$ cat src/design/csmux_cfg.svh
`ifndef CSMUX_CFG_SVH
`define CSMUX_CFG_SVH
// Fixed upper five bits of the slave address.
`define CSMUX_ADDR_FIXED 5'h13
// Store width and reset contents.
`define CSMUX_STORE_W 6
`define CSMUX_STORE_RST 6'h00
// Data byte field positions: held bit, then five selected bits.
`define CSMUX_HELD_BIT 5
`define CSMUX_SEL_LSB 0
`define CSMUX_SEL_MSB 4
`endif

$ cat src/design/csmux_pkg.sv
`default_nettype none
package csmux_pkg;
	// Pin inputs after synchronisation.
	typedef struct packed {
		logic       force_n;
		logic       write_lock;
		logic       source_select;
		logic [4:0] bypass_inputs;
	} csmux_pins_t;
	// Serial bus states.
	typedef enum logic [2:0] {
		CSMUX_IDLE, CSMUX_ADDR, CSMUX_AACK, CSMUX_DATA, CSMUX_DACK,
		CSMUX_WAIT
	} csmux_state_t;
endpackage : csmux_pkg
`default_nettype wire

$ cat src/design/csmux_sync.sv
`default_nettype none
module csmux_sync #(
	parameter int W = 1
) (
	input  wire logic         clk_i,
	input  wire logic         resetn_i,
	input  wire logic [W-1:0] d_i,
	output var  logic [W-1:0] q_o
);
	logic [W-1:0] meta;
	// ------------------------------------------------------------------
	// Two-stage synchroniser; reset value is all ones, matching pull-ups.
	// ------------------------------------------------------------------
	always_ff @(posedge clk_i) begin
		if (!resetn_i) begin
			meta <= '1;
			q_o  <= '1;
		end else begin
			meta <= d_i;
			q_o  <= meta;
		end
	end
endmodule : csmux_sync
`default_nettype wire

$ cat src/design/csmux_store.sv
`default_nettype none
`include "csmux_cfg.svh"
module csmux_store #(
	parameter int W = `CSMUX_STORE_W
) (
	input  wire logic         clk_i,
	input  wire logic         nv_rstn_i,
	input  wire logic         we_i,
	input  wire logic [W-1:0] wdata_i,
	output var  logic [W-1:0] rdata_o
);
	// ------------------------------------------------------------------
	// Non-volatile cell model: cleared only by the factory erase input,
	// not by the ordinary reset, so contents survive a power cycle.
	// ------------------------------------------------------------------
	always_ff @(posedge clk_i) begin
		if (!nv_rstn_i) begin
			rdata_o <= W'(`CSMUX_STORE_RST);
		end else if (we_i) begin
			rdata_o <= wdata_i;
		end
	end
endmodule : csmux_store
`default_nettype wire

$ cat src/design/csmux_top.sv
`default_nettype none
`include "csmux_cfg.svh"
//Contract
//- Select low: outputs follow store bits.
//- Select high: selected outputs follow bypass pins.
//- Held output latch transparent while select low.
//- Force low, select low: all outputs zero.
//- Force low, select high: bypass, held kept.
//- Write lock high refuses store writes.
//- Write only with direction zero, lock low.
//- Direction one returns store in data byte.
//- Store starts as all zeros.
//- Undriven inputs read as one.
//- Address: five fixed, two pin, direction.
//- Exactly one data byte per transfer.
//- High bit held, low five selected.
//- Low supply blocks store writes.
//- Reset initialises bus logic and registers.
//- After reset outputs follow force and select.
//- Store keeps last write across power loss.
module csmux_top (
	input  wire logic       clk_i,
	input  wire logic       resetn_i,
	input  wire logic       nv_erase_n_i,
	input  wire logic       supply_ok_i,
	input  wire logic       scl_i,
	input  wire logic       sda_i,
	output var  logic       sda_o,
	output var  logic       sda_oe_o,
	input  wire logic       bus_addr_pin_low_i,
	input  wire logic       bus_addr_pin_high_i,
	input  wire logic       force_n_i,
	input  wire logic       write_lock_i,
	input  wire logic       source_select_i,
	input  wire logic [4:0] bypass_inputs_i,
	output var  logic [4:0] selected_outputs_o,
	output var  logic [4:0] selected_outputs_oe_o,
	output var  logic       held_output_o,
	output var  logic       held_output_oe_o
);
	localparam int SW = `CSMUX_STORE_W;
	csmux_pkg::csmux_pins_t pins;
	csmux_pkg::csmux_state_t state;
	logic [1:0] apin;
	logic       scl_s, sda_s, scl_d, sda_d;
	logic       sup_s;
	logic       addr_full;
	logic [2:0] bit_cnt;
	logic [7:0] shreg;
	logic       rw;
	logic       sda_low;
	logic [SW-1:0] store_q;
	logic       held_q;
	logic       st_we;
	// ------------------------------------------------------------------
	// Input synchronisers.
	// ------------------------------------------------------------------
	// Pull-ups are modelled by an all-ones reset value and by the bench.
	csmux_sync #(.W(8)) u_pin_sync (
		.clk_i    (clk_i),
		.resetn_i (resetn_i),
		.d_i      ({force_n_i, write_lock_i, source_select_i,
			bypass_inputs_i}),
		.q_o      (pins)
	);
	// The supply monitor is asynchronous too, so it shares this stage.
	csmux_sync #(.W(5)) u_bus_sync (
		.clk_i    (clk_i),
		.resetn_i (resetn_i),
		.d_i      ({scl_i, sda_i, supply_ok_i, bus_addr_pin_high_i,
			bus_addr_pin_low_i}),
		.q_o      ({scl_s, sda_s, sup_s, apin})
	);
	// ------------------------------------------------------------------
	// Bus edge and condition detection.
	// ------------------------------------------------------------------
	wire scl_rise = scl_s & ~scl_d;
	wire scl_fall = ~scl_s & scl_d;
	wire start_c  = scl_s & scl_d & sda_d & ~sda_s;
	wire stop_c   = scl_s & scl_d & ~sda_d & sda_s;
	wire [7:0] shifted = {shreg[6:0], sda_s};
	// The full address byte sits in shreg at the fall after its eighth bit.
	wire addr_hit = (shreg[7:1] == {`CSMUX_ADDR_FIXED, apin});
	// Write gate: direction zero, lock low, supply good.
	wire wr_ok = ~rw & ~pins.write_lock & sup_s;
	// Read byte: the two unused top bits always read as zero.
	wire [7:0] rd_byte = {2'h0, store_q};
	always_ff @(posedge clk_i) begin
		if (!resetn_i) begin
			scl_d <= 1'b1;
			sda_d <= 1'b1;
		end else begin
			scl_d <= scl_s;
			sda_d <= sda_s;
		end
	end
	// ------------------------------------------------------------------
	// Serial bus state machine.
	// ------------------------------------------------------------------
	// Reset returns every bus register to its idle value.
	always_ff @(posedge clk_i) begin
		if (!resetn_i) begin
			state   <= csmux_pkg::CSMUX_IDLE;
			bit_cnt <= 3'h0;
			shreg   <= 8'h00;
			rw        <= 1'b0;
			sda_low   <= 1'b0;
			st_we     <= 1'b0;
			addr_full <= 1'b0;
		end else begin
			st_we <= 1'b0;
			if (start_c) begin
				state     <= csmux_pkg::CSMUX_ADDR;
				bit_cnt   <= 3'h0;
				sda_low   <= 1'b0;
				addr_full <= 1'b0;
			end else if (stop_c) begin
				state   <= csmux_pkg::CSMUX_IDLE;
				sda_low <= 1'b0;
			end else begin
				case (state)
				csmux_pkg::CSMUX_ADDR: begin
					// The first fall after START carries no bit, so the
					// byte is judged only once eight rises were seen.
					if (scl_rise) begin
						shreg     <= shifted;
						bit_cnt   <= bit_cnt + 3'h1;
						addr_full <= (bit_cnt == 3'h7);
					end
					if (scl_fall && addr_full) begin
						addr_full <= 1'b0;
						if (addr_hit) begin
							rw      <= shreg[0];
							sda_low <= 1'b1;
							state   <= csmux_pkg::CSMUX_AACK;
						end else begin
							state <= csmux_pkg::CSMUX_WAIT;
						end
					end
				end
				csmux_pkg::CSMUX_AACK: begin
					if (scl_fall) begin
						state   <= csmux_pkg::CSMUX_DATA;
						bit_cnt <= 3'h0;
						// Read drives the top bit of the read byte first.
						shreg   <= rd_byte;
						sda_low <= rw & ~rd_byte[7];
					end
				end
				csmux_pkg::CSMUX_DATA: begin
					if (scl_rise) begin
						if (!rw) begin
							shreg <= shifted;
						end
						bit_cnt <= bit_cnt + 3'h1;
					end
					if (scl_fall) begin
						if (rw) begin
							if (bit_cnt == 3'h0) begin
								sda_low <= 1'b0;
								state   <= csmux_pkg::CSMUX_DACK;
							end else begin
								shreg   <= {shreg[6:0], 1'b0};
								sda_low <= ~shreg[6];
							end
						end else if (bit_cnt == 3'h0) begin
							sda_low <= 1'b1;
							st_we   <= wr_ok;
							state   <= csmux_pkg::CSMUX_DACK;
						end
					end
				end
				csmux_pkg::CSMUX_DACK: begin
					// Only one data byte; then ignore until stop or a new start.
					if (scl_fall) begin
						sda_low <= 1'b0;
						state   <= csmux_pkg::CSMUX_WAIT;
					end
				end
				csmux_pkg::CSMUX_WAIT: begin
					sda_low <= 1'b0;
				end
				default: begin
					state <= csmux_pkg::CSMUX_IDLE;
				end
				endcase
			end
		end
	end
	// ------------------------------------------------------------------
	// Store and output selection.
	// ------------------------------------------------------------------
	csmux_store #(.W(SW)) u_store (
		.clk_i     (clk_i),
		.nv_rstn_i (nv_erase_n_i),
		.we_i      (st_we),
		.wdata_i   (shreg[SW-1:0]),
		.rdata_o   (store_q)
	);
	// Held latch: follows store while select low, frozen while high.
	always_ff @(posedge clk_i) begin
		if (!resetn_i) begin
			held_q <= store_q[`CSMUX_HELD_BIT];
		end else if (!pins.source_select) begin
			held_q <= store_q[`CSMUX_HELD_BIT];
		end
	end
	wire force_zero = ~pins.force_n & ~pins.source_select;
	wire [4:0] next_sel = pins.source_select ? pins.bypass_inputs
		: store_q[`CSMUX_SEL_MSB:`CSMUX_SEL_LSB];
	// Output registers, refreshed every cycle from the synchronised pins, the store and the held latch.
	always_ff @(posedge clk_i) begin
		if (!resetn_i) begin
			selected_outputs_o <= 5'h00;
			held_output_o      <= 1'b0;
		end else begin
			selected_outputs_o <= force_zero ? 5'h00 : next_sel;
			held_output_o <= force_zero ? 1'b0 :
				(pins.source_select ? held_q : store_q[`CSMUX_HELD_BIT]);
		end
	end
	// Open drain: enable only to pull low, data pin tied low.
	assign selected_outputs_oe_o = ~selected_outputs_o;
	assign held_output_oe_o      = ~held_output_o;
	assign sda_o    = 1'b0;
	assign sda_oe_o = sda_low;
	// ------------------------------------------------------------------
	// Assertions.
	// ------------------------------------------------------------------
	sel_store_a: assert property (
		@(posedge clk_i) disable iff (!resetn_i)
		(pins.force_n && !pins.source_select) |=>
		selected_outputs_o == $past(store_q[4:0]))
		else $error("selected outputs not from store");
	sel_bypass_a: assert property (
		@(posedge clk_i) disable iff (!resetn_i)
		pins.source_select |=>
		selected_outputs_o == $past(pins.bypass_inputs))
		else $error("selected outputs not from bypass");
	held_latch_a: assert property (
		@(posedge clk_i) disable iff (!resetn_i)
		(pins.source_select && $past(pins.source_select)) |->
		$stable(held_q))
		else $error("held latch moved while closed");
	held_store_a: assert property (
		@(posedge clk_i) disable iff (!resetn_i)
		(pins.force_n && !pins.source_select) |=>
		held_output_o == $past(store_q[`CSMUX_HELD_BIT]))
		else $error("held output not from store");
	force_zero_a: assert property (
		@(posedge clk_i) disable iff (!resetn_i)
		(!pins.force_n && !pins.source_select) |=>
		(selected_outputs_o == 5'h00 && !held_output_o))
		else $error("force did not zero outputs");
	force_bypass_a: assert property (
		@(posedge clk_i) disable iff (!resetn_i)
		(!pins.force_n && pins.source_select) |=>
		held_output_o == $past(held_q))
		else $error("held output not kept under force");
	lock_write_a: assert property (
		@(posedge clk_i) disable iff (!resetn_i)
		(pins.write_lock || !sup_s) |=> !st_we)
		else $error("write while locked");
	store_hold_a: assert property (
		@(posedge clk_i) disable iff (!resetn_i)
		(!st_we && nv_erase_n_i) |=> $stable(store_q))
		else $error("store changed without a write");
	write_dir_a: assert property (
		@(posedge clk_i) disable iff (!resetn_i)
		st_we |-> !rw)
		else $error("write with read direction");
	store_write_a: assert property (
		@(posedge clk_i) disable iff (!resetn_i)
		(st_we && nv_erase_n_i) |=> store_q == $past(shreg[SW-1:0]))
		else $error("store did not take the data byte");
	addr_miss_a: assert property (
		@(posedge clk_i) disable iff (!resetn_i)
		(state == csmux_pkg::CSMUX_ADDR && scl_fall && addr_full
		&& !addr_hit) |=> !sda_oe_o)
		else $error("foreign address acknowledged");
	one_byte_a: assert property (
		@(posedge clk_i) disable iff (!resetn_i)
		st_we |-> state == csmux_pkg::CSMUX_DACK)
		else $error("write outside the data acknowledge");
	byte_end_a: assert property (
		@(posedge clk_i) disable iff (!resetn_i)
		state == csmux_pkg::CSMUX_WAIT |-> !sda_oe_o)
		else $error("data line driven after the data byte");
	addr_ack_a: assert property (
		@(posedge clk_i) disable iff (!resetn_i)
		state == csmux_pkg::CSMUX_AACK |-> sda_oe_o)
		else $error("address not acknowledged");
	open_drain_a: assert property (
		@(posedge clk_i) disable iff (!resetn_i)
		(selected_outputs_oe_o == ~selected_outputs_o)
		&& (held_output_oe_o != held_output_o))
		else $error("output not open drain");
	cov_write_c: cover property (@(posedge clk_i) disable iff (!resetn_i)
		st_we);
	cov_read_c: cover property (@(posedge clk_i) disable iff (!resetn_i)
		state == csmux_pkg::CSMUX_DATA && rw);
	cov_force_c: cover property (@(posedge clk_i) disable iff (!resetn_i)
		force_zero ##1 pins.source_select);
endmodule : csmux_top
`default_nettype wire

$ cat config.mk
export PLATFORM = sky130hd
export DESIGN_NAME = csmux_top
export DESIGN_NICKNAME = d
export VERILOG_FILES = /design/src/design/csmux_pkg.sv /design/src/design/csmux_sync.sv /design/src/design/csmux_store.sv /design/src/design/csmux_top.sv
export VERILOG_INCLUDE_DIRS = /design/src /design/src/design
export SDC_FILE = /design/constraint.sdc
export NUM_CORES = 1
export LEC_CHECK = 0
export BUFFER_PORTS_ARGS = -buffer_cell sky130_fd_sc_hd__buf_4
export CAP_MARGIN = 10
export CORE_ASPECT_RATIO = 2
export CORE_UTILIZATION = 61
export DETAILED_ROUTE_END_ITERATION = 8
export PLACE_DENSITY = 0.83
export SYNTH_ARGS = -nofsm -noshare
export SYNTH_HDL_FRONTEND = slang
export SYNTH_SLANG_ARGS = --single-unit
$ cat constraint.sdc
create_clock -name clk_i -period 3.1 [get_ports clk_i]
set_input_delay 0.775 -clock clk_i [delete_from_list [all_inputs] [get_ports clk_i]]
set_output_delay 0.775 -clock clk_i [all_outputs]
set_load 0.02 [all_outputs]
# Word-level counts from Yosys, hierarchy flattened
# Cells that the tools add are included.
word_totals:
  wordCells: 121
  regBits: 59
  input_bits: 16
  out_inout_bits: 14
op_classes:
  reduce_logical: 18
  bitwise_logic: 28
  addsub: 1
  n_mux: 34
  eq_ne: 22
ops:
  columns: ["cell", "count"]
  rows:
  - ["2-to-1 mux 8 bit", 7]
  - ["2-to-1 mux 3 bit", 8]
  - ["case mux 8 bit (3 select lines)", 1]
  - ["!= test 4 bit, second input constant", 5]
  - ["NOT 1 bit", 17]
  - ["case mux 3 bit (5 select lines)", 1]
  - ["2-to-1 mux 1 bit", 14]
  - ["!= test 2 bit, second input constant", 7]
  - ["AND reduction 6 bit", 2]
  - ["bitwise AND 1 bit", 10]
  - ["AND reduction 5 bit", 2]
  - ["== test 3 bit, second input constant", 3]
  - ["== test 7 bit", 1]
  - ["AND reduction 7 bit", 1]
  - ["OR reduction 7 bit", 1]
  - ["== test 3 x 2 -> 1 bit, second input constant", 2]
  - ["!= test 3 bit, second input constant", 2]
  - ["case mux 3 bit (2 select lines)", 1]
  - ["OR reduction 2 bit", 3]
  - ["2-to-1 mux 5 bit", 1]
  - ["NOT 5 bit", 1]
  - ["case mux 1 bit (5 select lines)", 1]
  - ["nonzero test 5 bit", 1]
  - ["AND reduction 4 bit", 1]
  - ["other kinds (9)", 10]

# Depth between registers and ports, before layout
# Gate-level depths: netlist of run 1.
logic_depth:
  ltp_word: 7
  ltp_mapped: 7
  ltp_nobuf: 7

# Hierarchy
# Synthesis of run 1 repeated with hierarchy kept, for this count alone.
unflattened:
  cells_unflattened: 264
  area_unflattened_um2: 2476.1
by_module_without_submodules:
  columns: ["mod", "seq_area_each_um2", "n_inst", "cells_each", "area_per_inst_um2"]
  rows:
  - ["csmux_top", 540.5, 1, 192, 1552.7]
  - ["csmux_sync (u_pin_sync)", 320.3, 1, 33, 431.7]
  - ["csmux_sync (u_bus_sync)", 200.2, 1, 20, 262.8]
  - ["csmux_store", 120.1, 1, 19, 229.0]

# Worst setup path before layout of run 1
# No wires, ideal clock.
synth_path:
  path_type: "input to register"
  from: "input resetn_i"
  to: "register st_we"
  required_time_ns: 3.022
  path_buffers: 0
  stages: 3
  t_arrival_ns: 1.576
  setup_slack_ns: 1.446
  setup_time_ns: 0.078
  path_cell_list: "inv_1 > or4b_2 > nor3_1"
synth_via:
  elab_chain_len: 2
synth_rtl:
  columns: ["item", "line_no", "rtl"]
  rows:
  - ["from (decl)", "csmux_top.sv:23", "input wire logic resetn_i,"]
  - ["NOT 1 bit (no line)", null, null]
  - ["OR reduction 7 bit (no line)", null, null]
  - ["to (signal assigned)", "csmux_top.sv:168", "st_we <= wr_ok;"]
  - ["to (decl)", "csmux_top.sv:54", "logic st_we;"]
# No other way between the ends.
# A chain may end at the register's enable or synchronous reset.

# Worst setup path in the final report of run 1
layout_path:
  from: "register state[2]"
  to: "register state[0]"
layout_via:
  elab_chain_len: 4
  elab_cells_between_ends: 15
  cone_classes: "eq/ne (11); mux (3); reduce/logical (1)"
layout_rtl:
  columns: ["item", "line_no", "rtl"]
  rows:
  - ["from (decl)", "csmux_top.sv:43", "csmux_pkg::csmux_state_t state;"]
  - ["from (signal assigned)", "csmux_top.sv:103", "state <= csmux_pkg::CSMUX_IDLE;"]
  - ["from (signal assigned)", "csmux_top.sv:113", "state <= csmux_pkg::CSMUX_ADDR;"]
  - ["from (signal assigned)", "csmux_top.sv:118", "state <= csmux_pkg::CSMUX_IDLE;"]
  - ["== test 3 bit, or another cell as far along", "csmux_top.sv:121", "case (state)"]
  - ["case mux 3 bit (5 select lines)", "csmux_top.sv:121", null]
  - ["2-to-1 mux 1 bit", "csmux_top.sv:117", "end else if (stop_c) begin"]
  - ["2-to-1 mux 1 bit", "csmux_top.sv:112", "if (start_c) begin"]
# Several ways; a longest one is shown, not always the timed one.

==> metrics.csv, run 1 <==
metric,value,unit
TritonCTS clock tree,yes,
"Clk pin slew, worst setup/hold paths",60,ps
status,"complete, no violations",
Num Clock Sinks,59,
clock share of power,0.419,
post-route cell area,2960,um2
"EDFF count, synth",0,
Slew @ Worst Pin,631,ps
clk_skew,5.83,ps
core footprint,3880,um2
Psw,506,uW
gr usage total,0.302,
reg2reg end,state[0]$_SDFFE_PN0P_,
reg2reg setup slack,1240,ps
total of max-cap violations,0,
maximum VDD drop,0.000604,V
Worst Hold Path EP,u_pin_sync.q_o[3]$_SDFF_PN1_,
CTS max path bufs,2,
global-route wire length before repair,9290,um
final hold violation count,0,
die span in x,47.4,um
RSZ-0062 raised after global routing,false,
largest net degree at the start of global routing,34,
Critical Path AT,2060,ps
power per standard cell area,659,nW/um2
number of remaining DRC errors,0,
prevailing post-synth register cell,dfxtp_1,
"commonest non-fill, non-tap cell in the layout",dfxtp_1,
cts repair resizes,0,
Critical R2R Launch,state[2]$_SDFFE_PP0P_,
post-layout util,0.761,
vias in the first global route,2054,
GP Congestion,0.887,
setup tns final,0,ps
hold path depth,1,
syn avg cell area,9.20,um2
port bufs,28,
Starting DRT DRC Count,45,
slowest cell on the critical path,dfxtp_1,
Net Sw Frac,0.260,
Leak,1.16,nW
"commonest cells after routing, fill and taps aside","dfxtp_1 (59), nand2b_1 (32), buf_4 (30)",
number of H-tree levels,3,
area added between synthesis and finish,17.7,%
Netlist cell types,50,
Setup crit end kind,flip-flop,
GRT overflow,0,
mapped cell area,2510,um2
worst setup margin,1240,ps
die area,4390,um2
Seq pwr share,0.438,
Post-DP HPWL,3920,um
Synth Warn #,0,
P_int,1.44,mW
Initial Utilization,0.647,
hold_sp,u_pin_sync.meta[3]$_SDFF_PN1_,
"flops & latches, synth",59,
routed len/inst,15.3,um
cell family with most CP delay,compound AO/OA/AOI/OAI gates,
Period minus WS final,1860,ps
Post-Synthesis Cells,273,
fin crit share,0.599,
power share of the combinational group,0.143,
Vias,2007,
DP Worst Slack,1230,ps
CP cell instances,"and2b_1, nor2_1, o22ai_1, a22oi_1, a21boi_0",
Root Buffer,clkbuf_8,
Crit Path Category,reg -> reg,
Rel. slew slack,0.579,
# IOs,30,
final setup vio count,0,
antenna violations before repair,0,
WL final,5440,um
Antenna Nets Post-Route,0,
Die Span Y,92.8,um
R2R depth,5,
synthesized net count,292,
CP peak stage delay,580,ps
share of flip-flops with an asynchronous set or reset,0,
required time of the critical path,3300,ps
crit start category,flip-flop,
final-stage net count,320,
post-synthesis sequential area ratio,0.470,
# hold bufs at CTS,0,
CTS Buf Count,9,
Critical path buffers and inverters,0,
Achievable Freq,538,MHz
# rows,32,
n_diodes,0,
Hold Crit Class,reg -> reg,
layout cells sized above 1,0.197,
number of post-CTS setup repair buffers,0,
Max Slew Vio Count,0,
drt via density,5.64,
Placement Cell Area,2730,um2
Initial DRT Pass Iterations,4,
Worst-Skew Late Latency,330,ps
crit-path max FO,13,
state kept, by name (all words and copies together), names as in the netlist, 3 cells and up:
name	flops
bit_cnt	3
selected_outputs_o	5
shreg	8
state	3
u_bus_sync.meta	5
u_bus_sync.q_o	5
u_pin_sync.meta	8
u_pin_sync.q_o	8
u_store.rdata_o	6
metal layers:
metal / part of all wire / GRT usage / up-vias
li1: - / - / 979
met1: 0.35 / 0.277 / 965
met2: 0.56 / 0.495 / 40
met3: 0.032 / 0.123 / 23
met4: 0.056 / 0.212 / 0
met5: 0 / 0 / -
metrics by stage:
| stage | total power [mW] | instances | hold WS, ps |
|---|---|---|---|
| 3_3_place_gp | 1.13 | 341 | 389 |
| 2_1_floorplan | 1.07 | 273 | 386 |
| 6_report | 1.95 | 356 | 408 |
| 3_5_place_dp | 1.14 | 341 | 394 |
| 5_1_grt | 2.03 | 356 | 420 |
| 4_1_cts | 1.95 | 356 | 411 |
power by group through the flow:
stage	Clock, mW	Combinational [mW]	Sequential, mW
final	0.817	0.279	0.853
after global routing	0.862	0.306	0.860
after CTS	0.828	0.276	0.850
after detailed placement	0	0.273	0.867
after global placement	0	0.268	0.865
after floorplan	0	0.240	0.827
Yosys cell counts (3+ instances only):
cell type / count / area, um2
nand3_1: 3 / 15.0
a21oi_1: 15 / 75.1
nand2b_1: 32 / 200
nand2_1: 29 / 109
o31ai_1: 3 / 22.5
o21ai_0: 6 / 30.0
a31oi_1: 6 / 37.5
nand3b_1: 3 / 22.5
clkbuf_1: 5 / 18.8
a21o_2: 3 / 26.3
xnor2_1: 3 / 26.3
buf_2: 3 / 15.0
nor2_1: 22 / 82.6
ha_1: 3 / 37.5
nor3_1: 3 / 15.0
inv_1: 12 / 45.0
a22oi_1: 6 / 45.0
nor2b_1: 9 / 56.3
dfxtp_1: 59 / 1180
mux2i_1: 10 / 100
worst register-to-register path, stage by stage, from the launching register on:
cell      delay (ps)
dfxtp_1          580
and2b_1          300
nor2_1           210
o22ai_1          120
a22oi_1          380
a21boi_0         140
layout make-up:
type | instances | area (um2)
Multi-Input combinational cell | 189 | 1210
Sequential cell | 59 | 1180
Fill cell | 320 | 927
Timing Repair Buffer | 30 | 225
Clock buffer | 10 | 128
Clock inverter | 5 | 103
Tap cell | 51 | 63.8
Inverter | 12 | 45.0
worst max-delay path by stage:
stage,start,to,cells past startpoint
after floorplan,resetn_i,st_we$_SDFF_PP0_,3
after global placement,resetn_i,sda_oe_o$_SDFFE_PP0P_,5
after detailed placement,resetn_i,sda_oe_o$_SDFFE_PP0P_,5
after CTS,state[0]$_SDFFE_PN0P_,shreg[2]$_SDFFE_PN0P_,5
after global routing,state[1]$_SDFFE_PP0P_,state[0]$_SDFFE_PN0P_,5
final,state[2]$_SDFFE_PP0P_,state[0]$_SDFFE_PN0P_,5
kinds of logic (layout without fill, tap and decap cells):
family,after synthesis,after routing,synth area share
DFF,59,59,0.470
AOI/OAI and AO/OA,52,52,0.151
xor gates and xnor gates,3,3,0.0105
other,1,1,0.00149
and+or+nand+nor,118,118,0.255
muxes,12,12,0.0488
buffers and inverters,25,57,0.0478
adders and majority gates,3,3,0.0149
(Power assumes the default switching activity.)
==> run 2: changes to the inputs <==
CORE_UTILIZATION = 57   (was 61)
PLACE_DENSITY = 0.78   (was 0.83)
clock period = 1.9 ns   (was 3.1 ns; I/O delays follow)
==> metrics.csv, run 2 (synthesis gave the netlist of run 1 again) <==
metric,value,unit,change
RSZ-0062 raised after global routing,false,,unchanged
WL final,5490,um,was 5440 um
fin crit share,0.946,,was 0.599
TritonCTS clock tree,yes,,unchanged
Critical Path AT,2050,ps,was 2060 ps
"commonest cells after routing, fill and taps aside","dfxtp_1 (59), buf_4 (34), nand2b_1 (32)",,"was dfxtp_1 (59), nand2b_1 (32), buf_4 (30)"
antenna violations before repair,0,,unchanged
hold path depth,2,,was 1
die area,4690,um2,was 4390 um2
Largest regs,"shreg: 8 flops, u_pin_sync.meta: 8 flops, u_pin_sync.q_o: 8 flops",,unchanged
# IOs,30,,unchanged
number of post-CTS setup repair buffers,0,,unchanged
number of remaining DRC errors,0,,unchanged
Setup crit end kind,flip-flop,,unchanged
# hold bufs at CTS,0,,unchanged
Initial Utilization,0.602,,was 0.647
routed len/inst,15.2,um,was 15.3 um
# rows,33,,was 32
Period minus WS final,1800,ps,was 1860 ps
GP Congestion,0.924,,was 0.887
power per standard cell area,1010,nW/um2,was 659 nW/um2
final setup vio count,0,,unchanged
largest net degree at the start of global routing,30,,was 34
number of H-tree levels,3,,unchanged
Antenna Nets Post-Route,0,,unchanged
fillers,343,,was 320
clk_skew,5.87,ps,was 5.83 ps
GRT overflow,0,,unchanged
Post-DP HPWL,4080,um,was 3920 um
crit start category,flip-flop,,unchanged
CTS max path bufs,2,,unchanged
vias in the first global route,1936,,was 2054
n_diodes,0,,unchanged
crit-path max FO,11,,was 13
global-route wire length before repair,8920,um,was 9290 um
final hold violation count,0,,unchanged
port bufs,28,,unchanged
layout cells sized above 1,0.210,,was 0.197
Hold Crit Class,in -> reg,,was reg -> reg
CTS Buf Count,9,,unchanged
Crit Path Category,reg -> reg,,unchanged
Starting DRT DRC Count,83,,was 45
Root Buffer,clkbuf_8,,unchanged
drt via density,5.62,,was 5.64
Die Span Y,95.9,um,was 92.8 um
Rel. slew slack,0.549,,was 0.579
area of the multi-input gates,1210,um2,unchanged
Register Area,1180,um2,unchanged
required time of the critical path,2160,ps,was 3300 ps
core footprint,4170,um2,was 3880 um2
Vias,2033,,was 2007
"commonest non-fill, non-tap cell in the layout",dfxtp_1,,unchanged
maximum VDD drop,0.000787,V,was 0.000604 V
gr usage total,0.265,,was 0.302
Achievable Freq,556,MHz,was 538 MHz
Max Slew Vio Count,0,,unchanged
Num Clock Sinks,59,,unchanged
area added between synthesis and finish,17.5,%,was 17.7%
post-layout util,0.708,,was 0.761
total of max-cap violations,0,,unchanged
Leak,1.17,nW,was 1.16 nW
Initial DRT Pass Iterations,5,,was 4
R2R depth,5,,unchanged
Slew @ Worst Pin,670,ps,was 631 ps
worst hold slack,316,ps,was 408 ps
Worst-Skew Late Latency,340,ps,was 330 ps
cts repair resizes,0,,unchanged
die span in x,48.9,um,was 47.4 um
status,"complete, no violations",,unchanged
"Clk pin slew, worst setup/hold paths",60,ps,about the same
final-stage net count,324,,was 320
setup tns final,0,ps,unchanged
[run 2: metrics by stage]
step	power, mW	cells	instance area [um2]	worst slack (ps)
final	2.99	362	2950	102
after floorplan	1.74	273	2510	443
after global routing	3.11	362	2950	16.9
after global placement	1.89	346	2760	217
after detailed placement	1.89	346	2760	185
after CTS	3.00	362	2950	109
[run 2: cell type report]
type | count | share of cell area
Multi-Input combinational cell | 189 | 0.410
Sequential cell | 59 | 0.400
Timing Repair Buffer | 34 | 0.0865
Clock buffer | 11 | 0.0479
Tap cell | 52 | 0.0220
Clock inverter | 5 | 0.0178
Inverter | 12 | 0.0153
[run 2: worst max-delay path: stages (launching register included)]
cell and delay (ps):
dfxtp_1 430, nor2b_4 350, nand4_1 200, a221oi_4 420, nand2_1 110, a31oi_1 210
[run 2: where the power goes]
group / internal, mW / leakage [nW] / total [mW] / switching, mW
clock: 0.634 / 0.0991 / 1.12 / 0.482
combinational: 0.218 / 0.585 / 0.503 / 0.284
sequential: 1.29 / 0.484 / 1.37 / 0.0782
[run 2: worst paths after layout]
| check | endpoint | slack (ps) | from |
|---|---|---|---|
| worst max register to register | shreg[1]$_SDFFE_PN0P_ | 100 | scl_d$_SDFF_PN1_ |
| worst max-delay path | shreg[1]$_SDFFE_PN0P_ | 100 | scl_d$_SDFF_PN1_ |
| worst min-delay path | u_bus_sync.meta[4]$_SDFF_PN1_ | 320 | scl_i |
| worst min register to register | u_bus_sync.q_o[0]$_SDFF_PN1_ | 400 | u_bus_sync.meta[0]$_SDFF_PN1_ |
[run 2: routing by layer]
metal / routed length (um) / share of wire / GRT usage
met4: 373 / 0.068 / 0.230
met3: 214 / 0.039 / 0.0742
met2: 3020 / 0.55 / 0.500
met5: 0 / 0 / 0
met1: 1880 / 0.34 / 0.221
==> run 3: changes to the inputs <==
ABC_AREA = 1   (was default)
MAX_ROUTING_LAYER = met4   (was default)
==> metrics.csv, run 3 <==
metric,value,unit,change
status,"complete, no violations",,unchanged
die area,4740,um2,was 4690 um2
Netlist cell types,31,,was 50
Largest regs,"shreg: 8 flops, u_pin_sync.meta: 8 flops, u_pin_sync.q_o: 8 flops",,unchanged
synthesized net count,359,,was 292
Worst-Skew Late Latency,330,ps,was 340 ps
required time of the critical path,2100,ps,was 2160 ps
fillers,364,,was 343
Setup crit end kind,flip-flop,,unchanged
first element of the critical path,state[0]$_SDFFE_PN0P_,,was scl_d$_SDFF_PN1_
Placement Cell Area,2800,um2,was 2760 um2
TritonCTS clock tree,yes,,unchanged
CTS Buf Count,9,,unchanged
Starting DRT DRC Count,66,,was 83
Critical Path Sink,shreg[1]$_SDFFE_PN0P_,,unchanged
Period minus WS final,1660,ps,was 1800 ps
Antenna Nets Post-Route,0,,unchanged
gr usage total,0.276,,was 0.265
leading area contributor after synthesis,dfxtp_1,,unchanged
reg2reg end,shreg[1]$_SDFFE_PN0P_,,unchanged
Yosys top cell area share,0.465,,was 0.470
final setup vio count,0,,unchanged
GRT overflow,0,,unchanged
Register Area,1180,um2,unchanged
number of post-CTS setup repair buffers,0,,unchanged
DP Worst Slack,245,ps,was 185 ps
reg2reg setup slack,240,ps,was 100 ps
antenna violations before repair,0,,unchanged
number of H-tree levels,3,,unchanged
n_diodes,0,,unchanged
largest net degree at the start of global routing,28,,was 30
final-stage net count,391,,was 324
layout cells sized above 1,0.244,,was 0.210
"commonest cells after routing, fill and taps aside","nand2_1 (75), dfxtp_1 (59), inv_1 (47)",,"was dfxtp_1 (59), buf_4 (34), nand2b_1 (32)"
R2R depth,9,,was 5
RSZ-0062 raised after global routing,false,,unchanged
routed len/inst,13.0,um,was 15.2 um
"flops & latches, synth",59,,unchanged
Die Span Y,96.4,um,was 95.9 um
Synth Warn #,0,,unchanged
Post-DP HPWL,4120,um,was 4080 um
Post-Synthesis Cells,340,,was 273
Initial Utilization,0.591,,was 0.602
Leak,1.39,nW,was 1.17 nW
# IOs,30,,unchanged
number of remaining DRC errors,0,,unchanged
share of flip-flops with an asynchronous set or reset,0,,unchanged
mapped cell area,2540,um2,was 2510 um2
"EDFF count, synth",0,,unchanged
port bufs,28,,unchanged
Num Clock Sinks,59,,unchanged
worst hold slack,319,ps,was 316 ps
Hold Crit Class,in -> reg,,unchanged
crit-path max FO,11,,unchanged
Root Buffer,clkbuf_8,,unchanged
vias in the first global route,2178,,was 1936
crit start category,flip-flop,,unchanged
maximum VDD drop,0.00106,V,was 0.000787 V
Critical Path AT,1860,ps,was 2050 ps
# rows,34,,was 33
"commonest non-fill, non-tap cell in the layout",nand2_1,,was dfxtp_1
syn avg cell area,7.47,um2,was 9.20 um2
"Clk pin slew, worst setup/hold paths",80,ps,was 60 ps
Achievable Freq,603,MHz,was 556 MHz
drt via density,5.12,,was 5.62
Crit Path Category,reg -> reg,,unchanged
prevailing post-synth register cell,dfxtp_1,,unchanged
Initial DRT Pass Iterations,7,,was 5
total of max-cap violations,0,,unchanged
post-route cell area,3010,um2,was 2950 um2
Vias,2208,,was 2033
clk_skew,9.58,ps,was 5.87 ps
Critical R2R Launch,state[0]$_SDFFE_PN0P_,,was scl_d$_SDFF_PN1_
CTS max path bufs,2,,unchanged
fin crit share,0.873,,was 0.946
final hold violation count,0,,unchanged
Max Slew Vio Count,0,,unchanged
global-route wire length before repair,9270,um,was 8920 um
GP Congestion,0.929,,was 0.924
WL final,5600,um,was 5490 um
area of the multi-input gates,1130,um2,was 1210 um2
synth cell count leaders,"nand2_1 (76), dfxtp_1 (59), inv_1 (47), or2_2 (26)",,"was dfxtp_1 (59), nand2b_1 (32), nand2_1 (29), nor2_1 (22), a21oi_1 (15)"
most numerous cell in the Yosys netlist,nand2_1,,was dfxtp_1
worst setup margin,241,ps,was 102 ps
setup tns final,0,ps,unchanged
post-synthesis sequential area ratio,0.465,,was 0.470
power per standard cell area,1020,nW/um2,was 1010 nW/um2
Synth area leaders,"dfxtp_1 (47%), nand2_1 (11%), inv_1 (6.9%)",,"was dfxtp_1 (47%), nand2b_1 (8.0%), nand2_1 (4.3%)"
die span in x,49.2,um,was 48.9 um
area added between synthesis and finish,18.3,%,was 17.5%
core footprint,4300,um2,was 4170 um2
[run 3: changes by cell type after synthesis, moves of 10 or more]
cell	change
nand2_1	+47
inv_1	+35
nand2b_1	-32
or2_2	+26
nand3_1	+18
a21oi_1	+10
mux2i_1	-10
[run 3: worst min-delay path by stage]
stage                             startpoint                            end  slack [ps]  cells after the start
2_1_floorplan  u_bus_sync.meta[0]$_SDFF_PN1_   u_bus_sync.q_o[0]$_SDFF_PN1_         390                      1
3_3_place_gp   u_pin_sync.meta[3]$_SDFF_PN1_   u_pin_sync.q_o[3]$_SDFF_PN1_         390                      1
3_5_place_dp   u_pin_sync.meta[2]$_SDFF_PN1_   u_pin_sync.q_o[2]$_SDFF_PN1_         400                      1
4_1_cts                   bypass_inputs_i[3]  u_pin_sync.meta[3]$_SDFF_PN1_         300                      2
5_1_grt                   bypass_inputs_i[4]  u_pin_sync.meta[4]$_SDFF_PN1_         300                      2
6_report                  bypass_inputs_i[3]  u_pin_sync.meta[3]$_SDFF_PN1_         320                      2
[run 3: timing repair]
item,CTS,global route
hold buffers,0,0
gates resized for setup,0,1
setup endpoints to repair,0,1
[run 3: cell type report]
cell class	count	area share
Clock inverter	7	0.0275
Sequential cell	59	0.393
Timing Repair Buffer	29	0.0766
Tap cell	54	0.0225
Inverter	51	0.0637
Multi-Input combinational cell	222	0.376
Clock buffer	9	0.0412
[run 3: per-layer routing]
layer / GRT usage / wire length, um / vias up
li1: - / - / 1131
met1: 0.223 / 1990 / 986
met2: 0.513 / 3110 / 71
met3: 0.0642 / 241 / 20
met4: 0.230 / 261 / 0
met5: - / 0 / -
[run 3: kinds of logic after synthesis]
family	synth area share
buf+inv	0.0916
other cells	0.00148
simple gates	0.304
mux	0.0177
flops	0.465
fa+ha+maj	0.0148
compound gates	0.105
[run 3: critical path: stages (launching register included)]
cell     delay, ps
dfxtp_1        440
inv_2           80
nor2_2         190
nand2_1        110
nand2_2        100
nand2_2         60
nor2_4         240
nand2_1        150
nand2_1         90
a21oi_1         60
[run 3: stage by stage]
step           total power [mW]   util  cells
2_1_floorplan              1.76      -    340
3_3_place_gp               1.91  0.651    415
3_5_place_dp               1.92  0.651    415
4_1_cts                    3.09  0.699    431
5_1_grt                    3.22  0.699    431
6_report                   3.06  0.699    431
[run 3: report_power, final]
group          total (mW)  switching, mW  internal [mW]
clock                1.17          0.540          0.627
sequential           1.36         0.0583           1.30
combinational       0.536          0.336          0.200
total                3.06          0.934           2.13
